$ cat config.mk
export PLATFORM = sky130hd
export DESIGN_NAME = touch_acquisition_config
export DESIGN_NICKNAME = d
export VERILOG_FILES = /design/src/rtl/touch_pkg.sv /design/src/rtl/touch_prescaler.sv /design/src/rtl/touch_acquisition_config.sv
export SDC_FILE = /design/constraint.sdc
export NUM_CORES = 1
export LEC_CHECK = 0
export ABC_AREA = 1
export BUFFER_PORTS_ARGS = -buffer_cell sky130_fd_sc_hd__buf_2
export CAP_MARGIN = 20
export CORE_MARGIN = 4
export CORE_UTILIZATION = 25
export CTS_BUF_LIST = sky130_fd_sc_hd__clkbuf_2
export DETAILED_ROUTE_END_ITERATION = 12
export PLACE_DENSITY = 0.41
export SLEW_MARGIN = 20
export SYNTH_ARGS = -nofsm -noshare
export SYNTH_HDL_FRONTEND = slang
export SYNTH_SLANG_ARGS = --single-unit
$ cat constraint.sdc
create_clock -name ref_clk -period 4.25 [get_ports ref_clk]
set_input_delay 0.2125 -clock ref_clk [delete_from_list [all_inputs] [get_ports ref_clk]]
set_output_delay 0.2125 -clock ref_clk [all_outputs]
set_load 0.03 [all_outputs]
$ cat src/rtl/touch_pkg.sv
/*
  Constants, register map and phase encoding of the touch acquisition unit.
  Assumes a byte-addressed classic Wishbone slave with 32-bit data and one clock.
*/
package touch_pkg;

  // Register byte offsets
  localparam logic [7:0] OFS_CONTROL = 8'h00;
  localparam logic [7:0] OFS_PIN_SELECT = 8'h04;
  localparam logic [7:0] OFS_MODE_LOW = 8'h08;
  localparam logic [7:0] OFS_MODE_HIGH = 8'h0c;
  localparam logic [7:0] OFS_TIMING = 8'h10;
  localparam logic [7:0] OFS_DRIVE = 8'h14;
  localparam logic [7:0] OFS_DETECT = 8'h18;
  localparam logic [7:0] OFS_STATUS = 8'h3c;
  localparam logic [7:0] OFS_STATUS_CLEAR = 8'h40;
  localparam logic [7:0] OFS_IRQ_ENABLE = 8'h44;
  localparam logic [7:0] OFS_SPREAD = 8'h60;
  localparam logic [7:0] OFS_BASE_COUNT = 8'h6c;
  localparam logic [7:0] OFS_CURR_COUNT = 8'h70;
  localparam logic [7:0] OFS_CMP_SIX = 8'h98;
  localparam logic [7:0] OFS_CMP_SEVEN = 8'h9c;
  localparam logic [7:0] OFS_FEATURES = 8'hf8;
  localparam logic [7:0] OFS_VERSION = 8'hfc;

  // Values after reset and writable bits
  localparam logic [31:0] REG_RESET = 32'h0000_0000;
  localparam logic [31:0] CONTROL_WMASK = 32'h0000_0001;
  localparam logic [31:0] PIN_SELECT_WMASK = 32'h0000_011f;
  localparam logic [31:0] MODE_WMASK = 32'h0001_ffff;
  localparam logic [31:0] TIMING_WMASK = 32'hffff_ffff;
  localparam logic [31:0] DRIVE_WMASK = 32'h33ff_ffff;
  localparam logic [31:0] DETECT_WMASK = 32'h000f_ffff;
  localparam logic [31:0] SPREAD_WMASK = 32'h0000_ffff;
  localparam logic [31:0] FULL_WMASK = 32'hffff_ffff;
  // Arbitrary identification values
  localparam logic [31:0] FEATURE_VALUE = 32'h0000_0011;
  localparam logic [31:0] VERSION_VALUE = 32'h0000_0100;

  // Field positions
  localparam int EN_BIT = 0;
  localparam int SOFT_RESET_BIT = 7;
  localparam int AUTONOMOUS_TOUCH_ENABLE_BIT = 8;
  localparam int PAIR_LSB = 0;
  localparam int DIV_LSB = 16;
  localparam int CHARGE_LSB = 8;
  localparam int SETTLE_LSB = 0;
  localparam int DISCH_SCALE_LSB = 28;
  localparam int SYNC_BIT = 25;
  localparam int SPREAD_BIT = 24;
  localparam int DISCH_LSB = 16;
  localparam int MAX_LSB = 0;
  localparam int FILTER_LSB = 16;
  localparam int RELEASE_LSB = 8;
  localparam int TOUCH_LSB = 0;
  localparam int DEV_LSB = 0;
  localparam int TOUCHED_BIT = 16;

  // Sticky event bits
  localparam int EV_DONE = 0;
  localparam int EV_TOUCH = 1;
  localparam int EV_RELEASE = 2;
  localparam int EV_W = 3;
  localparam int NUM_PAIRS = 17;

  typedef enum logic [2:0] {P_IDLE, P_SYNC, P_DISCH, P_CHARGE, P_SETTLE, P_DONE} phase_t;

endpackage : touch_pkg

$ cat src/rtl/touch_prescaler.sv
/*
  Sampling prescaler: one-cycle tick every 2(div+1) clocks, or a sawtooth
  spread around that divisor. Assumes div and max_dev stay put while run is high.
*/
`timescale 1ns/1ps
`default_nettype none
module touch_prescaler (
  // Clock and reset
  input wire logic ref_clk,
  input wire logic rst,
  // Control
  input wire logic run,
  input wire logic spread,
  input wire logic [15:0] div,
  input wire logic [15:0] max_dev,
  // Sample enable
  output logic tick
);

  typedef struct packed {
    logic [17:0] cnt;
    logic [17:0] step;
    logic tick;
  } pre_state_t;

  pre_state_t st;
  pre_state_t next;
  logic [17:0] nominal;
  logic [17:0] divisor;

  assign nominal = 18'({div, 1'b0}) + 18'h2;
  assign divisor = nominal - 18'(max_dev) + st.step;

  always_comb begin
    next = st;
    next.tick = 1'b0;
    if (!run) begin
      next.cnt = 18'h0;
      next.step = 18'(max_dev);
    end else if (st.cnt + 18'h1 >= divisor) begin
      next.tick = 1'b1;
      next.cnt = 18'h0;
      if (!spread) begin
        next.step = 18'(max_dev);
      end else if (st.step >= 18'({max_dev, 1'b0})) begin
        next.step = 18'h0;
      end else begin
        next.step = st.step + 18'h1;
      end
    end else begin
      next.cnt = st.cnt + 18'h1;
    end
  end

  always_ff @(posedge ref_clk) begin
    if (rst) begin
      st <= '0;
    end else begin
      st <= next;
    end
  end

  assign tick = st.tick;
endmodule : touch_prescaler
`default_nettype wire

$ cat src/rtl/touch_acquisition_config.sv
/*
  Touch acquisition unit: Wishbone register file, autonomous sensor sequencer,
  detection filter and pair-mode decode. Assumes sense_b_in and sync_in are
  asynchronous pins; the pad logic resolves pin level from out and oe.
*/
// How it works
// - Soft-reset write resets unit; bit reads zero.
// - Control bit zero enables or disables unit.
// - Autonomous enable runs acquisition and detection.
// - Pair index selects the A/B pin pair.
// - High/low mode bits form each pair's group.
// - Sample tick is clock over 2(div+1).
// - Charge lasts the programmed sample ticks.
// - Settle wait follows each charge transfer.
// - Discharge precedes charging for programmed ticks.
// - Discharge length is shifted by scale field.
// - Sync bit waits for falling sync edge.
// - Spread bit selects varying pulse timing.
// - Maximum count caps one acquisition's bursts.
// - Touch after filter-count consecutive detects; nonzero.
// - Release threshold decides the sensor released.
// - Touch threshold decides the sensor touched.
// - Spread divisor sweeps sawtooth around nominal.
`timescale 1ns/1ps
`default_nettype none
module touch_acquisition_config (
  // Clock and reset
  input wire logic ref_clk,
  input wire logic rst,
  // Wishbone slave
  input wire logic wb_cyc_i,
  input wire logic wb_stb_i,
  input wire logic wb_we_i,
  input wire logic [7:0] wb_adr_i,
  input wire logic [3:0] wb_sel_i,
  input wire logic [31:0] wb_dat_i,
  output logic [31:0] wb_dat_o,
  output logic wb_ack_o,
  // Interrupt
  output logic irq,
  // Sense pins
  output logic [16:0] sense_a_out,
  output logic [16:0] sense_a_oe,
  input wire logic [16:0] sense_b_in,
  output logic [16:0] sense_b_out,
  output logic [16:0] sense_b_oe,
  input wire logic sync_in,
  // Pair groups and detector state
  output logic [16:0] pair_group_a,
  output logic [16:0] pair_group_b,
  output logic [16:0] pair_group_matrix,
  output logic touch_detected
);

  typedef struct packed {
    logic ack;
    logic [31:0] rdata;
    logic [31:0] control;
    logic [31:0] pin_select;
    logic [31:0] mode_low;
    logic [31:0] mode_high;
    logic [31:0] timing;
    logic [31:0] drive;
    logic [31:0] detect;
    logic [31:0] spread_cfg;
    logic [31:0] cmp_six;
    logic [31:0] cmp_seven;
    logic [touch_pkg::EV_W-1:0] status;
    logic [touch_pkg::EV_W-1:0] irq_en;
    logic irq;
    logic [17:0] sy1;
    logic [17:0] sy2;
    logic [17:0] sy3;
    logic [17:0] filt;
    touch_pkg::phase_t phase;
    logic [15:0] tmr;
    logic [15:0] count;
    logic [4:0] pair;
    logic [15:0] base;
    logic base_ok;
    logic [3:0] filt_cnt;
    logic touched;
    logic [16:0] a_out;
    logic [16:0] a_oe;
    logic [16:0] b_out;
    logic [16:0] b_oe;
    logic [16:0] grp_a;
    logic [16:0] grp_b;
    logic [16:0] grp_m;
  } acq_state_t;

  acq_state_t st;
  acq_state_t next;
  logic tick;
  logic req;
  logic wr;
  logic soft_reset;
  logic sync_fall;
  logic [15:0] delta;
  logic [15:0] disc_len;
  logic [7:0] chg_len;
  logic [7:0] stl_len;
  logic [15:0] max_cnt;
  logic [3:0] filter;
  logic [7:0] rel_thr;
  logic [7:0] tch_thr;

  function automatic logic [31:0] merge(input logic [31:0] old, input logic [31:0] din,
                                        input logic [3:0] sel, input logic [31:0] wmask);
    logic [31:0] m;
    m = '0;
    for (int i = 0; i < 4; i++) begin
      m[i*8 +: 8] = {8{sel[i]}};
    end
    return (old & ~(m & wmask)) | (din & m & wmask);
  endfunction : merge

  ////////////////////////////////////////////////////////////////////////////
  // Field views
  assign chg_len = st.timing[touch_pkg::CHARGE_LSB +: 8];
  assign stl_len = st.timing[touch_pkg::SETTLE_LSB +: 8];
  assign disc_len = 16'({8'h00, st.drive[touch_pkg::DISCH_LSB +: 8]} <<
                        st.drive[touch_pkg::DISCH_SCALE_LSB +: 2]);
  assign max_cnt = st.drive[touch_pkg::MAX_LSB +: 16];
  assign filter = st.detect[touch_pkg::FILTER_LSB +: 4];
  assign rel_thr = st.detect[touch_pkg::RELEASE_LSB +: 8];
  assign tch_thr = st.detect[touch_pkg::TOUCH_LSB +: 8];
  assign delta = (st.base > st.count) ? st.base - st.count : 16'h0000;
  assign sync_fall = st.filt[17] && (st.sy2[17] == st.sy3[17]) && !st.sy3[17];

  assign req = wb_cyc_i && wb_stb_i && !st.ack;
  assign wr = req && wb_we_i;
  assign soft_reset = wr && (wb_adr_i[7:2] == touch_pkg::OFS_CONTROL[7:2]) && wb_sel_i[0] &&
                      wb_dat_i[touch_pkg::SOFT_RESET_BIT];

  // Divider halts between acquisitions so each one starts on a fresh period
  touch_prescaler u_prescaler (
    .ref_clk(ref_clk),
    .rst(rst),
    .run(st.control[touch_pkg::EN_BIT] && st.pin_select[touch_pkg::AUTONOMOUS_TOUCH_ENABLE_BIT] &&
         st.phase != touch_pkg::P_IDLE),
    .spread(st.drive[touch_pkg::SPREAD_BIT]),
    .div(st.timing[touch_pkg::DIV_LSB +: 16]),
    .max_dev(st.spread_cfg[touch_pkg::DEV_LSB +: 16]),
    .tick(tick)
  );

  ////////////////////////////////////////////////////////////////////////////
  always_comb begin
    logic [touch_pkg::EV_W-1:0] ev;
    logic [16:0] onehot;
    ev = '0;
    onehot = '0;
    next = st;
    next.ack = req;
    // Pin synchronisers; a level counts once stages two and three agree
    next.sy1 = {sync_in, sense_b_in};
    next.sy2 = st.sy1;
    next.sy3 = st.sy2;
    next.filt = (st.sy3 & ~(st.sy2 ^ st.sy3)) | (st.filt & (st.sy2 ^ st.sy3));
    // Register reads; unmapped words read zero
    if (req && !wb_we_i) begin
      unique case ({wb_adr_i[7:2], 2'b00})
        touch_pkg::OFS_CONTROL: next.rdata = st.control;
        touch_pkg::OFS_PIN_SELECT: next.rdata = st.pin_select;
        touch_pkg::OFS_MODE_LOW: next.rdata = st.mode_low;
        touch_pkg::OFS_MODE_HIGH: next.rdata = st.mode_high;
        touch_pkg::OFS_TIMING: next.rdata = st.timing;
        touch_pkg::OFS_DRIVE: next.rdata = st.drive;
        touch_pkg::OFS_DETECT: next.rdata = st.detect;
        touch_pkg::OFS_STATUS: next.rdata = 32'(st.status);
        touch_pkg::OFS_IRQ_ENABLE: next.rdata = 32'(st.irq_en);
        touch_pkg::OFS_SPREAD: next.rdata = st.spread_cfg;
        touch_pkg::OFS_BASE_COUNT: next.rdata = 32'(st.base);
        touch_pkg::OFS_CURR_COUNT: next.rdata = {15'h0000, st.touched, st.count};
        touch_pkg::OFS_CMP_SIX: next.rdata = st.cmp_six;
        touch_pkg::OFS_CMP_SEVEN: next.rdata = st.cmp_seven;
        touch_pkg::OFS_FEATURES: next.rdata = touch_pkg::FEATURE_VALUE;
        touch_pkg::OFS_VERSION: next.rdata = touch_pkg::VERSION_VALUE;
        default: next.rdata = 32'h0000_0000;
      endcase
    end
    // Register writes; unmapped words ignore the data
    if (wr) begin
      unique case ({wb_adr_i[7:2], 2'b00})
        touch_pkg::OFS_CONTROL: next.control = merge(st.control, wb_dat_i, wb_sel_i,
                                                     touch_pkg::CONTROL_WMASK);
        touch_pkg::OFS_PIN_SELECT: next.pin_select = merge(st.pin_select, wb_dat_i, wb_sel_i,
                                                           touch_pkg::PIN_SELECT_WMASK);
        touch_pkg::OFS_MODE_LOW: next.mode_low = merge(st.mode_low, wb_dat_i, wb_sel_i,
                                                       touch_pkg::MODE_WMASK);
        touch_pkg::OFS_MODE_HIGH: next.mode_high = merge(st.mode_high, wb_dat_i, wb_sel_i,
                                                         touch_pkg::MODE_WMASK);
        touch_pkg::OFS_TIMING: next.timing = merge(st.timing, wb_dat_i, wb_sel_i,
                                                   touch_pkg::TIMING_WMASK);
        touch_pkg::OFS_DRIVE: next.drive = merge(st.drive, wb_dat_i, wb_sel_i,
                                                 touch_pkg::DRIVE_WMASK);
        touch_pkg::OFS_DETECT: next.detect = merge(st.detect, wb_dat_i, wb_sel_i,
                                                   touch_pkg::DETECT_WMASK);
        touch_pkg::OFS_STATUS_CLEAR: next.status = st.status & ~wb_dat_i[touch_pkg::EV_W-1:0];
        touch_pkg::OFS_IRQ_ENABLE: next.irq_en = wb_dat_i[touch_pkg::EV_W-1:0];
        touch_pkg::OFS_SPREAD: next.spread_cfg = merge(st.spread_cfg, wb_dat_i, wb_sel_i,
                                                       touch_pkg::SPREAD_WMASK);
        touch_pkg::OFS_CMP_SIX: next.cmp_six = merge(st.cmp_six, wb_dat_i, wb_sel_i,
                                                     touch_pkg::FULL_WMASK);
        touch_pkg::OFS_CMP_SEVEN: next.cmp_seven = merge(st.cmp_seven, wb_dat_i, wb_sel_i,
                                                         touch_pkg::FULL_WMASK);
        default: next.control = st.control;
      endcase
    end
    // Sequencer
    if (!st.control[touch_pkg::EN_BIT] || !st.pin_select[touch_pkg::AUTONOMOUS_TOUCH_ENABLE_BIT]) begin
      next.phase = touch_pkg::P_IDLE;
    end else begin
      unique case (st.phase)
        touch_pkg::P_IDLE: begin
          next.pair = st.pin_select[touch_pkg::PAIR_LSB +: 5];
          next.count = 16'h0000;
          next.tmr = disc_len;
          next.phase = st.drive[touch_pkg::SYNC_BIT] ? touch_pkg::P_SYNC : touch_pkg::P_DISCH;
        end
        touch_pkg::P_SYNC: begin
          if (sync_fall) begin
            next.phase = touch_pkg::P_DISCH;
          end
        end
        touch_pkg::P_DISCH: begin
          if (tick) begin
            if (st.tmr <= 16'h0001) begin
              next.phase = touch_pkg::P_CHARGE;
              next.tmr = 16'(chg_len);
            end else begin
              next.tmr = st.tmr - 16'h0001;
            end
          end
        end
        touch_pkg::P_CHARGE: begin
          if (tick) begin
            if (st.tmr <= 16'h0001) begin
              next.phase = touch_pkg::P_SETTLE;
              next.tmr = 16'(stl_len);
            end else begin
              next.tmr = st.tmr - 16'h0001;
            end
          end
        end
        touch_pkg::P_SETTLE: begin
          if (tick) begin
            if (st.tmr <= 16'h0001) begin
              next.count = st.count + 16'h0001;
              if (st.filt[st.pair] || next.count >= max_cnt) begin
                next.phase = touch_pkg::P_DONE;
              end else begin
                next.phase = touch_pkg::P_CHARGE;
                next.tmr = 16'(chg_len);
              end
            end else begin
              next.tmr = st.tmr - 16'h0001;
            end
          end
        end
        touch_pkg::P_DONE: begin
          ev[touch_pkg::EV_DONE] = 1'b1;
          next.phase = touch_pkg::P_IDLE;
          if (!st.base_ok) begin
            next.base = st.count;
            next.base_ok = 1'b1;
          end else if (delta > 16'(tch_thr)) begin
            next.filt_cnt = (st.filt_cnt >= filter) ? filter : st.filt_cnt + 4'h1;
            if (!st.touched && next.filt_cnt >= filter) begin
              next.touched = 1'b1;
              ev[touch_pkg::EV_TOUCH] = 1'b1;
            end
          end else begin
            next.filt_cnt = 4'h0;
            if (st.touched && delta <= 16'(rel_thr)) begin
              next.touched = 1'b0;
              ev[touch_pkg::EV_RELEASE] = 1'b1;
            end
          end
        end
        default: next.phase = touch_pkg::P_IDLE;
      endcase
    end
    // Events set after the clear, so a same-cycle event survives
    next.status = next.status | ev;
    // Pin drive follows the phase being entered
    onehot = 17'(17'h00001 << next.pair);
    next.a_oe = (next.phase == touch_pkg::P_DISCH || next.phase == touch_pkg::P_CHARGE) ? onehot : '0;
    next.a_out = (next.phase == touch_pkg::P_CHARGE) ? onehot : '0;
    next.b_oe = next.a_oe;
    next.b_out = '0;
    next.grp_a = st.mode_low[16:0] & ~st.mode_high[16:0];
    next.grp_b = ~st.mode_low[16:0] & st.mode_high[16:0];
    next.grp_m = st.mode_low[16:0] & st.mode_high[16:0];
    next.irq = |(next.status & next.irq_en);
    // Soft reset returns everything but the bus answer and the pin samplers
    if (soft_reset) begin
      next = '0;
      next.ack = 1'b1;
      next.sy1 = {sync_in, sense_b_in};
      next.sy2 = st.sy1;
      next.sy3 = st.sy2;
      next.filt = st.filt;
    end
  end

  always_ff @(posedge ref_clk) begin
    if (rst) begin
      st <= '0;
    end else begin
      st <= next;
    end
  end

  assign wb_ack_o = st.ack;
  assign wb_dat_o = st.rdata;
  assign irq = st.irq;
  assign sense_a_out = st.a_out;
  assign sense_a_oe = st.a_oe;
  assign sense_b_out = st.b_out;
  assign sense_b_oe = st.b_oe;
  assign pair_group_a = st.grp_a;
  assign pair_group_b = st.grp_b;
  assign pair_group_matrix = st.grp_m;
  assign touch_detected = st.touched;
endmodule : touch_acquisition_config
`default_nettype wire

Yosys cells after proc, flatten, opt, wreduce, memory -nomap -nowiden
Cells that the tools add are included.
W data, S select, Z words.

cells by class
  $add $sub $neg = 9
  multipliers = 0
  div/mod/pow operators = 0
  magnitude comparators = 10
  equality and inequality tests = 31
  shift-type cells = 2
  multiplexer cells = 59
  bitwise logic cells = 46
  reduce and logical (&&, ||, !) cells = 49

operators by type and width
  cell                     count
  $mux W613                1
  $pmux W32 S16            1
  $and A32 B32 Y32         11
  $mux W32                 11
  $mux W326                1
  $mux W16                 7
  $or A32 B32 Y32          3
  $mux W17                 4
  $or A32 B17 Y32          2
  $pmux W16 S4             1
  $mux W59                 1
  $and A17 B17 Y17         3
  $mux W19                 2
  $add A18 B1 Y18 const B  2
  $and A18 B18 Y18         2
  $mux W18                 2
  $mux W35                 1
  $not A17 Y17             2
  $not A1 Y32              1
  $not A16 Y32             1
  $not A17 Y32             1
  $not A20 Y32             1
  $not A30 Y32             1
  $not A32 Y32             1
  68 further kinds         143

storage, ports and cells
  flip-flop bits (word level) = 633
  bits in latches = 0
  bits in writable memories = 0
  memory bits (read-only) = 0
  bits of input ports = 67
  output and inout bits = 154
  word-level logic and storage cells = 243
  memories kept = 0

Longest topological paths before layout
  word-level depth = 13
  mapped depth = 27
  mapped depth without buffers = 27

Cells and area by module
Synthesis repeated with hierarchy kept, for this count alone.

unflattened totals
  cell total of the unflattened synthesis = 3643
  area total of the unflattened synthesis = 26048.7 µm²

modules (own cells, without submodules)
  module                    times used  cells each  area an instance (µm²)  seq. area each (µm²)
  touch_acquisition_config  1           2953        21594.5                 9208.8
  touch_prescaler           1           690         4454.3                  740.7

Worst setup path before layout
Ideal clock, no wire load.

  path type = register to register
  from = register u_prescaler.st[3] (netlist bit)
  to = register u_prescaler.st[22] (netlist bit)
  library setup time = 0.127 ns
  arrival = 3.968 ns
  required time = 4.123 ns
  setup slack = 0.155 ns
  cell stages (with the launch flop) = 26
  buffers on the path = 1
  clock period less this slack = 4.095 ns
  cells stage by stage = dfxtp_1 > inv_1 > fa_1 > inv_1 > ha_1 > a21o_1 > nand3_1 > nand2_1 > nand2_1 > o211ai_1 > a31oi_1 > o21ai_0 > a31oi_1 > o21ai_0 > xor2_1 > ha_1 > nand2_1 > nor3b_1 > a31oi_1 > nand2_1 > nor2_1 > o21ai_0 > nor2_1 > nand2_1 > clkbuf_1 > nor2_1

between the ends
  longest elaborated chain between the ends = 3

ends and longest elaborated chain
  element                     RTL line               RTL
  from (decl)                 touch_prescaler.sv:26  pre_state_t st;
  from (signal assigned)      touch_prescaler.sv:59  st <= next;
  $add A18 B18 Y18            touch_prescaler.sv:32  assign divisor = nominal - 18'(max_dev) + st.step;
  $ge A18 B18 Y1              touch_prescaler.sv:40  end else if (st.cnt + 18'h1 >= divisor) begin
  $reduce_or A3 Y1 (no line)  --

No other way between the ends.
A chain may end at the register's enable or synchronous reset.

==> results.cfg <==
[logic_synthesis]
synth_flop_cell = dfxtp_1
postSynthAreaPerCell_um2 = 7.31
yosysWarnings = 0
yosysTopAreaCell = dfxtp_1
synth.area.top_cells = dfxtp_1, nand2_1, a21oi_1
synth.distinct_cells = 58
syn_inst = 3523
synth-seq-area-share_pct = 38.7
ys_ff_latch = 497
synth-edff-count = 0
ys_async_sr_fraction_pct = 0
netlist_area_um2 = 25700
synth_top_area_share_pct = 38.7

[global_route]
grt-ovfl-total = 0
grt_pass1_vias = 23943
grt_max_degree = 127
grt_pass1_wl_um = 150000
groute.usage.overall_pct = 18.4
antenna_found_initial = 13

[worst_hold_path]
hp-class = input pin to flip-flop

[layout]
syn2layout_area_growth_pct = 22.9
final_cells = 5394
nFillCells = 11294
fin_nets = 4132
drive_gt1_share_pct = 16.9

[power_and_ir_drop]
power_density_nw_per_um2 = 277
power_w = 0.00877
ir_drop_mv = 0.175
p_leak_nw = 13.2

[detailed_routing]
via_per_inst = 4.59
vias = 24743
drc_errors = 0
wirelength_um = 102000
drt_first_iter_violations = 1956
antenna_left = 0
wl_per_cell_um = 19.0
first_pass_iters = 5

[floorplan]
die-area_um2 = 108000
die_w_um = 329
fp-row-count = 117
die-height_um = 329
core-area_um2 = 102000
initial_core_util_pct = 25.2
ios = 221

[place]
hpwl_um = 75000
placed_cells = 4940
numPortBuffers = 201
gp_congestion = 0.898
dpl_worst_slack_ps = -141

[sta]
slew_headroom_pct = 31.2
setup_tns_ps = 0
period_minus_slack_ps = 4230
hold_viol = 0
finalClockSkew_ps = 81.2
worst_pin_slew_ps = 1030
finalSetupViolations = 0
period_share_pct = 99.6
maxSlewViolCount = 0
worst_hold_slack_ps = 217
rsz0062_at_grt = yes
setup_ws_ps = 15.2
fmax_mhz = 236

[critical_path]
cp_slowest_cell = fa_1
slowest_delay_ps = 550
worstSetupEndpointType = flip-flop
cp_max_fo = 7
worstPathRequired_ps = 5380
worst_setup_path_start_kind = flip-flop
arrival_ps = 5360
worst-setup-path-type = flip-flop to flip-flop

[clocking]
htree_num_levels = 4
clockRootBuffer = clkbuf_2
clockBufferDepth = 3
clk_pin_slew_worst_paths_ps = 110
cts.sink_count = 497
cts_buffers = 140
clk_latency_ps = 1350
cts_tree = done

[run_status]
outcome = complete, no violations

[job]
maxCapViolCount = 0
==> metrics by stage <==
step,area (µm²),utilization (%)
after detailed placement,27800,27.2
final,31600,31.0
after floorplan,25800,-
after global routing,31600,31.0
after CTS,31100,30.5
after global placement,27800,27.2
==> path summary, 6_finish.rpt <==
kind,from,to,slack [ps],cells after the start
setup / recovery,flip-flop,u_prescaler.st[7]$_SDFFE_PP0P_,20,25
hold / removal,wb_adr_i[7],st[254]$_SDFF_PP0_,220,8
setup reg to reg,flip-flop,u_prescaler.st[7]$_SDFFE_PP0P_,20,25
hold reg to reg,st[241]$_SDFF_PP0_,st[223]$_SDFF_PP0_,390,2
==> per-layer routing <==
layer | share of wire, % | up-vias | GRT usage, %
li1 | - | 12258 | -
met1 | 46 | 11453 | 24.9
met2 | 42 | 827 | 27.2
met3 | 8.5 | 199 | 5.39
met4 | 3.9 | 6 | 7.94
met5 | 0.035 | - | 0
==> Yosys cell counts (48+ instances only) <==
library cell and n:
dfxtp_1 497, buf_4 154, nand4_1 48, a21oi_1 390, ha_1 113, nor3_1 81
xor2_1 58, nand3_1 98, inv_1 497, clkbuf_1 62, o22ai_1 68, nor2_1 290
o21ai_0 194, nand2_1 640
==> cells in the final DEF (no fill, tap or decap), types with 7 or more instances in the layout <==
cell	count
nor2_1	271
a221oi_1	12
nand2_2	20
o31ai_1	9
a22oi_1	13
o221ai_1	13
inv_1	492
nand3_1	96
dfxtp_1	494
inv_2	34
o211ai_1	19
o21ai_1	7
ha_1	106
nor2_2	25
fa_1	16
nand2_1	631
o22ai_1	68
o21ai_0	190
clkinv_1	23
a21oi_1	382
nand4_1	48
a22oi_2	10
buf_4	100
clkbuf_2	196
conb_1	17
nor3_1	76
nor2_4	13
xnor2_1	13
a211oi_1	16
buf_2	201
buf_12	7
o2111ai_1	13
a31oi_1	8
xor2_1	57
a21oi_2	8
dlygate4sd3_1	210
nor3_2	15
==> critical path: cells and delay by family, from the launching register on <==
family / cells / cell delay (ps)
xor gates and xnor gates: 1 / 170
adders and majority gates: 3 / 1060
DFF: 1 / 340
AOI/OAI and AO/OA: 10 / 1540
and+or+nand+nor: 8 / 670
buffers and inverters: 3 / 280
==> cells by family after synthesis <==
kind of cell / count (synthesis) / share of synthesized area [%]
AO/OA/AOI/OAI: 798 / 17.5
AND/OR/NAND/NOR: 1222 / 20.4
adder cells (fa/ha/maj): 129 / 6.74
buffers and inverters: 803 / 14.2
multiplexers: 2 / 0.0778
XOR/XNOR: 71 / 2.42
flip-flops: 497 / 38.7
other: 1 / 0.0146
==> where the power goes <==
part / internal [W] / switching [W]
Clock: 0.00147 / 0.00214
Sequential: 0.00468 / 0.00000989
Combinational: 0.000181 / 0.000295
Total: 0.00632 / 0.00244
==> repair_timing <==
action	4_1_cts	5_1_grt
gates resized for setup	5	91
hold endpoints to repair	487	0
hold buffers	213	0
setup endpoints to repair	22	119
pin swaps	1	24
buffers inserted	0	4
cloned	0	5
==> final cells by class <==
| class | count | area, µm² | area share [%] |
|---|---|---|---|
| Clock buffer | 196 | 981 | 3.10 |
| Timing Repair Buffer | 528 | 4190 | 13.2 |
| Sequential cell | 497 | 9950 | 31.5 |
| Antenna cell | 6 | 15.0 | 0.0475 |
| Inverter | 530 | 2000 | 6.31 |
| Clock inverter | 30 | 234 | 0.740 |
| Tap cell | 1368 | 1710 | 5.41 |
| Multi-Input combinational cell | 2239 | 12600 | 39.7 |
No activity file was read; power rests on OpenSTA's default activity.
